[src/design/tcc_pkg.sv]
// constants, field positions and types shared by the capture/compare timer files
package tcc_pkg;

    localparam int CNT_W  = 16;
    localparam int ADDR_W = 3;
    localparam int DIV_W  = 6;

    // register indexes on the plain register port
    localparam logic [ADDR_W-1:0] ADDR_COUNT     = 3'h0;
    localparam logic [ADDR_W-1:0] ADDR_FIRST_CC  = 3'h1;
    localparam logic [ADDR_W-1:0] ADDR_SECOND_CC = 3'h2;
    localparam logic [ADDR_W-1:0] ADDR_MODE_CTL  = 3'h3;
    localparam logic [ADDR_W-1:0] ADDR_CC_CTL    = 3'h4;
    localparam logic [ADDR_W-1:0] ADDR_OUT_CTL   = 3'h5;
    localparam logic [ADDR_W-1:0] ADDR_PRESCALE  = 3'h6;

    // timer_mode_control fields
    localparam int MODE_OVF_BIT = 0;
    localparam int MODE_LO_BIT  = 2;

    // capture_compare_control fields
    localparam int CC_FIRST_CAPT_BIT  = 0;
    localparam int CC_FIRST_SRC_BIT   = 1;
    localparam int CC_SECOND_CAPT_BIT = 2;
    localparam int CC_W               = 3;

    // timer_output_control fields
    localparam int OUT_EN_BIT        = 0;
    localparam int OUT_T1_BIT        = 1;
    localparam int OUT_PRESET_LO_BIT = 2;
    localparam int OUT_PRESET_HI_BIT = 3;
    localparam int OUT_T2_BIT        = 4;
    localparam int OUT_W             = 5;

    // prescaler_select fields
    localparam int PRE_SEL_LO_BIT    = 0;
    localparam int PRE_FIRST_EDGE_LO = 4;
    localparam int PRE_SECOND_EDGE_LO = 6;
    localparam int PRE_W             = 8;

    // reset values and count maximum
    localparam logic [CNT_W-1:0] RST_WORD  = 16'h0000;
    localparam logic [CNT_W-1:0] COUNT_MAX = 16'hFFFF;
    localparam logic [PRE_W-1:0] RST_PRE   = 8'h00;

    // divide masks: ratios 1, 4, 16, 64
    localparam logic [DIV_W-1:0] DIV_MASK_0 = 6'h00;
    localparam logic [DIV_W-1:0] DIV_MASK_1 = 6'h03;
    localparam logic [DIV_W-1:0] DIV_MASK_2 = 6'h0F;
    localparam logic [DIV_W-1:0] DIV_MASK_3 = 6'h3F;

    typedef enum logic [1:0] {
        TCC_MODE_STOP      = 2'b00,
        TCC_MODE_FREE      = 2'b01,
        TCC_MODE_EDGE_CLR  = 2'b10,
        TCC_MODE_MATCH_CLR = 2'b11
    } tcc_mode_t;

    typedef enum logic [1:0] {
        TCC_EDGE_FALL = 2'b00,
        TCC_EDGE_RISE = 2'b01,
        TCC_EDGE_NONE = 2'b10,
        TCC_EDGE_BOTH = 2'b11
    } tcc_edge_t;

endpackage : tcc_pkg

[src/design/tcc_tick_if.sv]
// carrier between the timer core, its prescaler and its pin edge detector
`timescale 1ns/1ps
interface tcc_tick_if;
    logic [1:0] prescale_sel;
    logic       cnt_tick;
    logic       run;
    logic [1:0] pin_lvl;
    logic [1:0] rise;
    logic [1:0] fall;

    modport prescaler (input prescale_sel, output cnt_tick);
    modport edges     (input cnt_tick, input run, input pin_lvl, output rise, output fall);
endinterface : tcc_tick_if

[src/design/tcc_edge_det.sv]
// two-sample noise filter and edge detector for the capture pins
`timescale 1ns/1ps
module tcc_edge_det #(
    parameter int PINS = 2
) (
    // clock and reset
    input wire logic sys_clk,
    input wire logic reset_n,
    // to core
    tcc_tick_if.edges tk
);
    import tcc_pkg::*;

    typedef struct packed {
        logic [PINS-1:0] samp;
        logic [PINS-1:0] filt;
        logic [PINS-1:0] rise;
        logic [PINS-1:0] fall;
        logic            started;
    } tcc_edge_state_t;

    tcc_edge_state_t r;
    tcc_edge_state_t n;

    always_comb begin
        n      = r;
        n.rise = '0;
        n.fall = '0;
        if (!tk.run) begin
            // after the first run, a restart must not see a held-high pin as rising
            if (r.started) begin
                n.samp = tk.pin_lvl[PINS-1:0];
                n.filt = tk.pin_lvl[PINS-1:0];
            end
        end else begin
            n.started = 1'b1;
            if (tk.cnt_tick) begin
                for (int i = 0; i < PINS; i++) begin
                    n.samp[i] = tk.pin_lvl[i];
                    // level must be seen on two count clocks in a row
                    if (r.samp[i] == tk.pin_lvl[i] && tk.pin_lvl[i] != r.filt[i]) begin
                        n.filt[i] = tk.pin_lvl[i];
                        n.rise[i] = tk.pin_lvl[i];
                        n.fall[i] = !tk.pin_lvl[i];
                    end
                end
            end
        end
    end

    always_ff @(posedge sys_clk) begin
        if (!reset_n) begin
            r <= '0;
        end else begin
            r <= n;
        end
    end

    assign tk.rise = r.rise;
    assign tk.fall = r.fall;
endmodule : tcc_edge_det

[src/design/tcc_prescaler.sv]
// free-running divider giving the one-cycle count clock enable
`timescale 1ns/1ps
module tcc_prescaler (
    // clock and reset
    input wire logic sys_clk,
    input wire logic reset_n,
    // to core
    tcc_tick_if.prescaler tk
);
    import tcc_pkg::*;

    typedef struct packed {
        logic [DIV_W-1:0] div;
        logic             tick;
    } tcc_pre_state_t;

    tcc_pre_state_t r;
    tcc_pre_state_t n;

    function automatic logic [DIV_W-1:0] sel_mask(input logic [1:0] sel);
        case (sel)
            2'b00:   sel_mask = DIV_MASK_0;
            2'b01:   sel_mask = DIV_MASK_1;
            2'b10:   sel_mask = DIV_MASK_2;
            default: sel_mask = DIV_MASK_3;
        endcase
    endfunction : sel_mask

    // never restarted by the timer start, so the first tick lands anywhere
    // within one count period after start
    always_comb begin
        n      = r;
        n.div  = r.div + 6'h01;
        n.tick = ((r.div & sel_mask(tk.prescale_sel)) == sel_mask(tk.prescale_sel));
    end

    always_ff @(posedge sys_clk) begin
        if (!reset_n) begin
            r <= '0;
        end else begin
            r <= n;
        end
    end

    assign tk.cnt_tick = r.tick;
endmodule : tcc_prescaler

[src/design/tcc_timer.sv]
// 16-bit capture/compare timer core with register port and timer output
// What this block does
// - mode 01 free runs, 00 stops
// - edge-clear mode: capture into second, clear count
// - first register captures on selected source edge
// - second register captures on first pin trigger
// - reverse-phase capture raises no first interrupt
// - preset pair: hold, low, high, forbidden
// - clearing preset keeps the forced level
// - output starts from preset, toggles on match
// - first match may slip one count clock
// - capture during read still happens
// - match clear at maximum sets overflow flag
`timescale 1ns/1ps
module tcc_timer (
    // clock and reset
    input  wire logic                          sys_clk,
    input  wire logic                          reset_n,
    // register port
    input  wire logic [tcc_pkg::ADDR_W-1:0]    reg_addr,
    input  wire logic [tcc_pkg::CNT_W-1:0]     reg_wdata,
    input  wire logic                          reg_wr,
    input  wire logic                          reg_rd,
    output logic      [tcc_pkg::CNT_W-1:0]     reg_rdata,
    // capture pins
    input  wire logic                          first_capture_pin,
    input  wire logic                          second_capture_pin,
    // timer output and events
    output logic                               timer_output_pin,
    output logic                               first_match_irq,
    output logic                               second_match_irq
);
    import tcc_pkg::*;

    typedef struct packed {
        logic [CNT_W-1:0] count;
        logic [CNT_W-1:0] first_cc;
        logic [CNT_W-1:0] second_cc;
        tcc_mode_t        mode;
        logic             ovf;
        logic [CC_W-1:0]  cc_ctl;
        logic [OUT_W-1:0] out_ctl;
        logic [PRE_W-1:0] prescale;
        logic             out_level;
        logic             pin_out;
        logic             irq1;
        logic             irq2;
        logic [CNT_W-1:0] rdata;
    } tcc_core_state_t;

    tcc_core_state_t r;
    tcc_core_state_t n;

    tcc_tick_if tk ();

    assign tk.prescale_sel = r.prescale[PRE_SEL_LO_BIT +: 2];
    assign tk.run          = (r.mode != TCC_MODE_STOP);
    assign tk.pin_lvl      = {second_capture_pin, first_capture_pin};

    tcc_prescaler u_prescaler (
        .sys_clk (sys_clk),
        .reset_n (reset_n),
        .tk      (tk)
    );

    tcc_edge_det #(.PINS(2)) u_edge_det (
        .sys_clk (sys_clk),
        .reset_n (reset_n),
        .tk      (tk)
    );

    // decides whether a detected edge matches an edge selection
    function automatic logic edge_ok(input logic [1:0] sel, input logic rise,
                                     input logic fall);
        case (sel)
            TCC_EDGE_FALL: edge_ok = fall;
            TCC_EDGE_RISE: edge_ok = rise;
            TCC_EDGE_BOTH: edge_ok = rise | fall;
            default:       edge_ok = 1'b0;
        endcase
    endfunction : edge_ok

    logic [1:0] first_sel;
    logic [1:0] second_sel;
    logic       first_valid;
    logic       first_rev;
    logic       second_valid;
    logic       running;
    logic       first_capt;
    logic       second_capt;
    logic       match1;
    logic       match2;

    always_comb begin
        first_sel    = r.prescale[PRE_FIRST_EDGE_LO +: 2];
        second_sel   = r.prescale[PRE_SECOND_EDGE_LO +: 2];
        first_valid  = edge_ok(first_sel, tk.rise[0], tk.fall[0]);
        // reverse phase: the opposite edge of the first pin's valid edge
        first_rev    = edge_ok(first_sel, tk.fall[0], tk.rise[0]);
        second_valid = edge_ok(second_sel, tk.rise[1], tk.fall[1]);
        running      = (r.mode != TCC_MODE_STOP);
        first_capt   = r.cc_ctl[CC_FIRST_CAPT_BIT];
        second_capt  = r.cc_ctl[CC_SECOND_CAPT_BIT];
        match1       = tk.cnt_tick && !first_capt && (r.count == r.first_cc);
        match2       = tk.cnt_tick && !second_capt && (r.count == r.second_cc);

        n       = r;
        n.irq1  = 1'b0;
        n.irq2  = 1'b0;
        n.rdata = RST_WORD;

        // software writes first; hardware updates below override them
        if (reg_wr) begin
            case (reg_addr)
                ADDR_FIRST_CC:  n.first_cc  = reg_wdata;
                ADDR_SECOND_CC: n.second_cc = reg_wdata;
                ADDR_MODE_CTL: begin
                    n.mode = tcc_mode_t'(reg_wdata[MODE_LO_BIT +: 2]);
                    // flag is cleared by writing zero; writing one keeps it
                    if (!reg_wdata[MODE_OVF_BIT]) begin
                        n.ovf = 1'b0;
                    end
                end
                ADDR_CC_CTL:    n.cc_ctl   = reg_wdata[CC_W-1:0];
                ADDR_OUT_CTL:   n.out_ctl  = reg_wdata[OUT_W-1:0];
                ADDR_PRESCALE:  n.prescale = reg_wdata[PRE_W-1:0];
                default: begin
                end
            endcase
        end

        // reads sample the live registers; a capture in the same cycle
        // still lands, the read value is simply the older one
        if (reg_rd) begin
            case (reg_addr)
                ADDR_COUNT:     n.rdata = r.count;
                ADDR_FIRST_CC:  n.rdata = r.first_cc;
                ADDR_SECOND_CC: n.rdata = r.second_cc;
                ADDR_MODE_CTL:  n.rdata = {12'h000, r.mode, 1'b0, r.ovf};
                ADDR_CC_CTL:    n.rdata = {13'h0000, r.cc_ctl};
                ADDR_OUT_CTL:   n.rdata = {11'h000, r.out_ctl};
                ADDR_PRESCALE:  n.rdata = {8'h00, r.prescale};
                default:        n.rdata = RST_WORD;
            endcase
        end

        if (!running) begin
            // stopped: counter held at zero, preset pair drives the level
            n.count = RST_WORD;
            case ({r.out_ctl[OUT_PRESET_HI_BIT], r.out_ctl[OUT_PRESET_LO_BIT]})
                2'b10:   n.out_level = 1'b1;
                2'b01:   n.out_level = 1'b0;
                // 00 keeps the forced level, 11 is ignored
                default: n.out_level = r.out_level;
            endcase
        end else begin
            // compares act only on count clock enables
            if (match1) begin
                n.irq1 = 1'b1;
                // level started from the preset, inverts per first match
                if (r.out_ctl[OUT_T1_BIT]) begin
                    n.out_level = !n.out_level;
                end
            end
            if (match2) begin
                n.irq2 = 1'b1;
                if (r.out_ctl[OUT_T2_BIT]) begin
                    n.out_level = !n.out_level;
                end
            end

            if (tk.cnt_tick) begin
                if (r.mode == TCC_MODE_MATCH_CLR && match1) begin
                    n.count = RST_WORD;
                    if (r.count == COUNT_MAX) begin
                        n.ovf = 1'b1;
                    end
                end else begin
                    n.count = r.count + 16'h0001;
                    if (r.count == COUNT_MAX) begin
                        n.ovf = 1'b1;
                    end
                end
            end

            // first capture register source: second pin or reverse phase
            if (first_capt) begin
                if (r.cc_ctl[CC_FIRST_SRC_BIT]) begin
                    if (first_rev) begin
                        n.first_cc = r.count;
                        // no first interrupt on the reverse-phase capture
                    end
                    // second pin edge only signals, nothing is captured
                    if (second_valid) begin
                        n.irq1 = 1'b1;
                    end
                end else if (second_valid) begin
                    n.first_cc = r.count;
                    n.irq1     = 1'b1;
                end
            end

            if (first_valid && (second_capt || r.mode == TCC_MODE_EDGE_CLR)) begin
                n.second_cc = r.count;
                n.irq2      = 1'b1;
            end
            // clear after copying the count; the clear overrides any
            // increment from a tick in the same cycle
            if (first_valid && r.mode == TCC_MODE_EDGE_CLR) begin
                n.count = RST_WORD;
            end
        end

        n.pin_out = n.out_level & n.out_ctl[OUT_EN_BIT];
    end

    always_ff @(posedge sys_clk) begin
        if (!reset_n) begin
            r <= '0;
        end else begin
            r <= n;
        end
    end

    assign reg_rdata        = r.rdata;
    assign timer_output_pin = r.pin_out;
    assign first_match_irq  = r.irq1;
    assign second_match_irq = r.irq2;
endmodule : tcc_timer

[config.mk]
export PLATFORM = sky130hd
export DESIGN_NAME = tcc_timer
export DESIGN_NICKNAME = d
export VERILOG_FILES = /design/src/design/tcc_pkg.sv /design/src/design/tcc_tick_if.sv /design/src/design/tcc_edge_det.sv /design/src/design/tcc_prescaler.sv /design/src/design/tcc_timer.sv
export SDC_FILE = /design/constraint.sdc
export NUM_CORES = 1
export LEC_CHECK = 0
export ABC_CLOCK_PERIOD_IN_PS = 5200
export BUFFER_PORTS_ARGS = -buffer_cell sky130_fd_sc_hd__buf_2
export CORE_MARGIN = 4
export CORE_UTILIZATION = 55
export DETAILED_ROUTE_END_ITERATION = 12
export PLACE_DENSITY = 0.74
export SYNTH_ARGS = -nofsm -noshare
export SYNTH_HDL_FRONTEND = slang
export SYNTH_SLANG_ARGS = --single-unit
[constraint.sdc]
create_clock -name sys_clk -period 5.2 [get_ports sys_clk]
set_clock_uncertainty 0.2 [all_clocks]
set_input_delay 0.52 -clock sys_clk [delete_from_list [all_inputs] [get_ports sys_clk]]
set_output_delay 0.52 -clock sys_clk [all_outputs]
set_load 0.1 [all_outputs]
==> summary.txt, run 1 <==
Setup path
  • CP Launch Type: input pin
  • CP Buf/Inv Count: 1
  • CP max stage cell: and3b_1
  • Worst Path Class, Setup: input pin to register
  • Worst Path Arrival: 2750 ps
  • Critical Path Fanout Max: 31
  • CP Data Required Time: approximately 5300 ps
  • Largest delay contributor family on the critical path: simple AND/OR/NAND/NOR gates
  • Crit end category: register
  • Slowest stage delay, CP: ~860 ps
  • Crit path cell chain: buf_2 -> and2b_1 -> and3b_1 -> mux2i_1 -> nand2_1 -> o211a_1

Timing
  • Count of final hold-check violations: 0
  • Setup TNS: 0 ps
  • Max_slew headroom: between 20% and 30%
  • Measured slew at the worst slew-check pin: 1120 ps
  • Final Slew Violations: 0
  • Fmax: 0.374 GHz
  • RSZ-0062 raised after global routing: no
  • Endpoints failing setup: 0
  • Period utilization: 51.5%
  • Min Tclk post-route: 2680 ps

Synthesis
  • Seq cells post-synth: about 100
  • Top cell type's share of synthesized area: 37.8%
  • Most common cell in the netlist: dfxtp_1
  • Main combinational cell family by area after synthesis: simple AND/OR/NAND/NOR gates
  • Synth Instances: 596
  • Post-Synth Simple-Gate Area: 19.2%
  • Post-synthesis area per instance: 9.15 sq um
  • Synth Area in XOR/XNOR: 9.15%
  • Mapped Area: 0.00546 sq mm
  • Sequential area share after synthesis: between 30% and 40%
  • Synth Warn #: 0
  • Synth Area in Compound Gates: between 10% and 20%
  • Unique masters post-synth: 52
  • Synth top area cells: dfxtp_1, mux2i_1, o211a_1
  • Synthesized net count: 624
  • Post-synth EDFFs: 0
  • Post-synth top flop: dfxtp_1
  • Ys async rst share: 0%
  • Post-synth top area cell: dfxtp_1
  • Mux cell area share after synthesis: 12.5%
  • Fraction of the mapped netlist area in adder cells: 0.688%
  • Top cells by count, synth: dfxtp_1, nand2_1, mux2i_1, nor2_1, o211a_1

Clocking
  • Clock sinks: 103
  • Post-cts resize count: 0
  • H-tree depth: 3
  • CTS root buffer: clkbuf_8
  • Clock Path Buffers: 2
  • Hold-fix buffers, CTS: 0
  • CTS tree: yes
  • Clk pin slew, worst setup/hold paths: 110 ps
  • Total CTS buffers: 9
  • Clk_lat worst skew: between 300 and 400 ps
  • Setup Fix Bufs, Post-CTS: 0

Die
  • # rows: 36
  • Io pins: between 40 and 50
  • Die area: 0.0116 sq mm
  • Die Y: about 110 um
  • Die X: ~110 um
  • Area of the core: 0.00973 sq mm
  • Initial Util: a little under three fifths

Placement
  • Dpl cells: 710
  • Port bufs: 43
  • Placed wire-length estimate: 8.72 mm
  • Gpl congestion: between 0.8 and 0.9

Power
  • Worst VDD drop: 0.138 mV
  • Leak: approximately 2.6 nW
  • PD cells: roughly 270 mW/mm^2

Cells and area
  • Ant diodes: 0
  • Final net count: 616
  • Non-filler cells in the finished layout: just over 700
  • Filler cell count in the final layout: 850
  • P&R area growth vs syn: 4.93%
  • Layout cells sized above 1: between 10% and 20%

Global route
  • Number of global-route vias before repair: 4037
  • Largest net degree at the start of global routing: 56
  • First-pass GRT wire length: 20.4 mm
  • Gr usage total: a little under a quarter
  • Antenna violations before repair: 0
  • Gr ovfl total: 0

Job
  • MaxCap Viol Count: 0

Detailed routing
  • Routed Antenna Nets: 0
  • Total wire length: 12.5 mm
  • Vias per cell: between 5 and 6
  • Drt first pass iters: 4
  • Via count: around 4200
  • # DRC: 0
  • Drt first-iter violations: ~320
  • WL per Instance: 17.2 um

Hold path
  • HP Class: input pin to register

Outcome
  • Status: finished, final reports clean
## worst register-to-register path, stage by stage (launching register included)
cell and delay, ps:
dfxtp_1 640, xnor2_2 200, nand4_2 130, nor4_4 440, nand4_1 230, nand3_1 470
nor2_1 120
## state kept, by name, summed over array words and instances (netlist names)
register                 cells
u_prescaler.tk.cnt_tick      1
u_prescaler.r                6
timer_output_pin             1
r                           65
first_sel                    2
u_edge_det.tk.rise           2
first_match_irq              1
reg_rdata                   16
u_edge_det.r                 5
u_edge_det.tk.fall           2
second_match_irq             1
first_capt                   1
## routing by layer
metal	wire length (um)	track usage (%)
met3	784	4.26
met1	5490	29.0
met4	248	7.84
met2	5970	37.7
met5	0	0
## per-stage QoR
step | worst slack (ps) | power [mW] | util, % | instance area (sq um) | hold slack (ps)
floorplan | 3150 | 0.931 | - | 5460 | 213
global placement | 2300 | 0.966 | 56.5 | 5500 | 225
detailed placement | 2180 | 0.970 | 56.5 | 5500 | 235
CTS | 2550 | 1.53 | 58.8 | 5720 | 162
global route | 2430 | 1.58 | 58.8 | 5720 | 169
finish | 2520 | 1.52 | 58.8 | 5720 | 169
## cell type report
| type | instances | area, sq um | share of cell area, % |
|---|---|---|---|
| multi-input cells | 421 | 3000 | 52.4 |
| flip-flops and latches | 103 | 2060 | 36.0 |
| repair buffers | 47 | 245 | 4.28 |
| inverters | 6 | 22.5 | 0.393 |
| clock inverters | 7 | 103 | 1.79 |
| clock buffers | 9 | 124 | 2.16 |
| well taps | 133 | 166 | 2.91 |
## cell families after synthesis
kind of cell               after synthesis
AOI/OAI and AO/OA                       92
and+or+nand+nor                        210
DFF                                    103
muxes                                   65
buffers and inverters                   72
adders and majority gates                3
xor gates and xnor gates                51
## report_power, final
group / switching (mW) / leakage, nW / internal, mW
sequential: 0.0162 / 0.833 / 0.802
clock: 0.291 / 0.111 / 0.277
combinational: 0.0809 / 1.64 / 0.0542
total: 0.388 / 2.58 / 1.13
## layout by cell type (no fill, tap or decap), types with 11 or more instances in the layout
cell     netlist  final
a21oi_1       18     18
buf_2         14     43
dfxtp_1      103    103
mux2i_1       58     58
nand2_1       72     72
nand3_1       15     15
nand4_1       11     11
nor2_1        53     53
nor2b_1       15     15
o211a_1       32     32
xnor2_1       20     20
xor2_1        24     24
## final timing paths
path	cells past startpoint	start	slack, ps	end
max	6	reg_addr[0]	2520	r[61]$_SDFF_PN0_
min	2	first_capture_pin	170	u_edge_det.tk.fall[0]$_SDFF_PN0_
max reg2reg	6	r[74]$_SDFFE_PP0P_	2640	r[83]$_SDFFE_PP0P_
min reg2reg	1	u_prescaler.r[1]$_SDFF_PN0_	250	u_prescaler.r[1]$_SDFF_PN0_
(Power assumes the default switching activity.)
==> run 2: changes to the inputs <==
ABC_CLOCK_PERIOD_IN_PS = 2590   (was 5200)
clock period = 2.59 ns   (was 5.2 ns; I/O delays follow)
==> run 2 against run 1 <==
Global-route usage is 0.48 points higher. Core utilization is 1.8 points higher. Largest power group unchanged. Cell count is 3.0% higher. Critical endpoint is now r[19]$_SDFF_PN0_. Critical path depth stayed put. Register-to-register slack worse by 2300 ps.
==> summary.txt, run 2 (synthesis gave the netlist of run 1 again) <==
Placement
  • Port bufs: 43 (unchanged)
  • Post-DP Area: 0.00560 sq mm (+1.9%)
  • Placed wire-length estimate: 9.19 mm (+5.4%)
  • Gpl congestion: 0.944 (+7.9%)
  • Dpl cells: 722 (+1.7%)

Cells and area
  • P&R area growth vs syn: 8.12%
  • Largest register FFs: 65 (unchanged)
  • Most flops, register: r
  • Final instance area: 0.00590 sq mm (+3.0%)
  • Commonest non-fill, non-tap cells in the layout: dfxtp_1, nand2_1, mux2i_1
  • Layout cells sized above 1: 16.1% (+1.3 points)
  • Most common cell after layout, fill and taps aside: dfxtp_1
  • Final net count: 638 (+3.6%)
  • Ant diodes: 0 (unchanged)
  • Non-filler cells in the finished layout: 748 (+3.0%)

Clocking
  • Post-cts resize count: 0 (unchanged)
  • Clock sinks: 103 (unchanged)
  • Clk pin slew, worst setup/hold paths: 100 ps (about the same)
  • Clock Path Buffers: 2 (unchanged)
  • H-tree depth: 3 (unchanged)
  • Setup Fix Bufs, Post-CTS: 0 (unchanged)
  • Clk_lat worst skew: 380 ps (about the same)
  • Hold-fix buffers, CTS: 10 (+10)
  • CTS tree: yes
  • Total CTS buffers: 9 (unchanged)
  • CTS root buffer: clkbuf_8

Global route
  • Largest net degree at the start of global routing: 70 (+25%)
  • Gr usage total: 23.0% (+0.48 points)
  • First-pass GRT wire length: 20.6 mm (+0.92%)
  • Gr ovfl total: 0 (unchanged)
  • Number of global-route vias before repair: 4041 (+0.099%)
  • Antenna violations before repair: 0 (unchanged)

Detailed routing
  • Via count: 4302 (+3.5%)
  • Routed Antenna Nets: 0 (unchanged)
  • WL per Instance: 17.5 um (+1.9%)
  • Vias per cell: 5.75 (+0.49%)
  • Drt first pass iters: 7 (+3)
  • Drt first-iter violations: 324 (+1.9%)
  • # DRC: 0 (unchanged)
  • Total wire length: 13.1 mm (+5.0%)

Timing
  • Setup TNS: 0 ps (unchanged)
  • Fmax: 0.442 GHz
  • Measured slew at the worst slew-check pin: 703 ps (-414 ps)
  • Count of final hold-check violations: 0 (unchanged)
  • Endpoints failing setup: 0 (unchanged)
  • Final Slew Violations: 0 (unchanged)
  • RSZ-0062 raised after global routing: no
  • Min Tclk post-route: approximately 2300 ps
  • Hold slack: 38.9 ps (-130 ps)
  • Max_slew headroom: 53.1% (+28 points)
  • Period utilization: 87.4%

Setup path
  • CP max stage cell: dfxtp_1
  • Worst r2r path cells: 6 (unchanged)
  • Crit end category: register
  • CP Launch Type: register
  • Minimum setup slack among reg-to-reg paths: 330 ps (-2310 ps)
  • RR Endpoint: r[19]$_SDFF_PN0_
  • CP Data Required Time: 2640 ps (-2640 ps)
  • Crit path cell chain: xnor2_2 -> nand4_2 -> nor4_4 -> a31oi_1 -> a2111oi_2 -> a211oi_1
  • Worst Path Class, Setup: register to register
  • Slowest stage delay, CP: 590 ps (-270 ps)
  • Origin of the critical flop-to-flop path: r[77]$_SDFFE_PP0P_
  • Worst Path Arrival: 2320 ps (-430 ps)
  • Critical Path Fanout Max: 10 (-68%)

Die
  • Die X: 108 um (unchanged)
  • Io pins: 44 (unchanged)
  • Die Y: 108 um (unchanged)
  • # rows: 36 (unchanged)
  • Area of the core: 0.00973 sq mm (unchanged)
  • Initial Util: 56.1% (unchanged)
  • Die area: 0.0116 sq mm (unchanged)

Outcome
  • Status: finished, final reports clean

Power
  • Leak: 2.68 nW (+3.7%)
  • Worst VDD drop: 0.295 mV (+110%)
  • PD cells: 506 mW/mm^2 (+90%)

Hold path
  • HP Start: reg_wdata[8]
  • HP Class: input pin to register
  • Hold EP: r[63]$_SDFF_PN0_
  • Min-Delay Path Depth: 4 (+2)

Job
  • MaxCap Viol Count: 0 (unchanged)
## run 2: metrics by stage
stage | util [%] | setup slack (ps) | total power [mW]
2_1_floorplan | - | 690 | 1.87
3_3_place_gp | 57.6 | 442 | 1.96
3_5_place_dp | 57.6 | 316 | 1.96
4_1_cts | 60.6 | 288 | 2.99
5_1_grt | 60.6 | 196 | 3.09
6_report | 60.6 | 327 | 2.98
## run 2: routing by layer
metal,vias up,part of all wire [%],track usage [%]
li1,2072,-,-
met4,0,2.2,9.29
met3,21,7.3,4.86
met5,-,0,0
met1,2044,44,29.7
met2,165,47,37.4
## run 2: area by class of cell
class	instances	area (sq um)
Clock inverter	5	56.3
Timing Repair Buffer	69	448
Sequential cell	103	2060
Fill cell	846	3830
Multi-Input combinational cell	421	3000
Inverter	6	22.5
Clock buffer	11	141
Tap cell	133	166
## run 2: report_power, final
part | internal (mW) | total, mW | switching, mW
sequential | 1.61 | 1.64 | 0.0313
combinational | 0.128 | 0.299 | 0.172
clock | 0.474 | 1.04 | 0.566
total | 2.21 | 2.98 | 0.769
## run 2: critical path, delay by kind of cell, from the launching register on
| family | cells | cell delay [ps] |
|---|---|---|
| AO/OA/AOI/OAI | 3 | 660 |
| XOR/XNOR | 1 | 170 |
| flip-flops | 1 | 590 |
| AND/OR/NAND/NOR | 2 | 500 |
## run 2: worst max-delay path by stage
stage                     depth (start not counted)                from  slack [ps]                to
after floorplan                                   7  r[82]$_SDFFE_PP0P_         690  r[19]$_SDFF_PN0_
after global placement                            6  r[76]$_SDFFE_PP0P_         440  r[19]$_SDFF_PN0_
after detailed placement                          6  r[82]$_SDFFE_PP0P_         320  r[19]$_SDFF_PN0_
after CTS                                         6  r[82]$_SDFFE_PP0P_         290  r[19]$_SDFF_PN0_
after global routing                              6  r[78]$_SDFFE_PP0P_         200  r[19]$_SDFF_PN0_
final                                             6  r[77]$_SDFFE_PP0P_         330  r[19]$_SDFF_PN0_
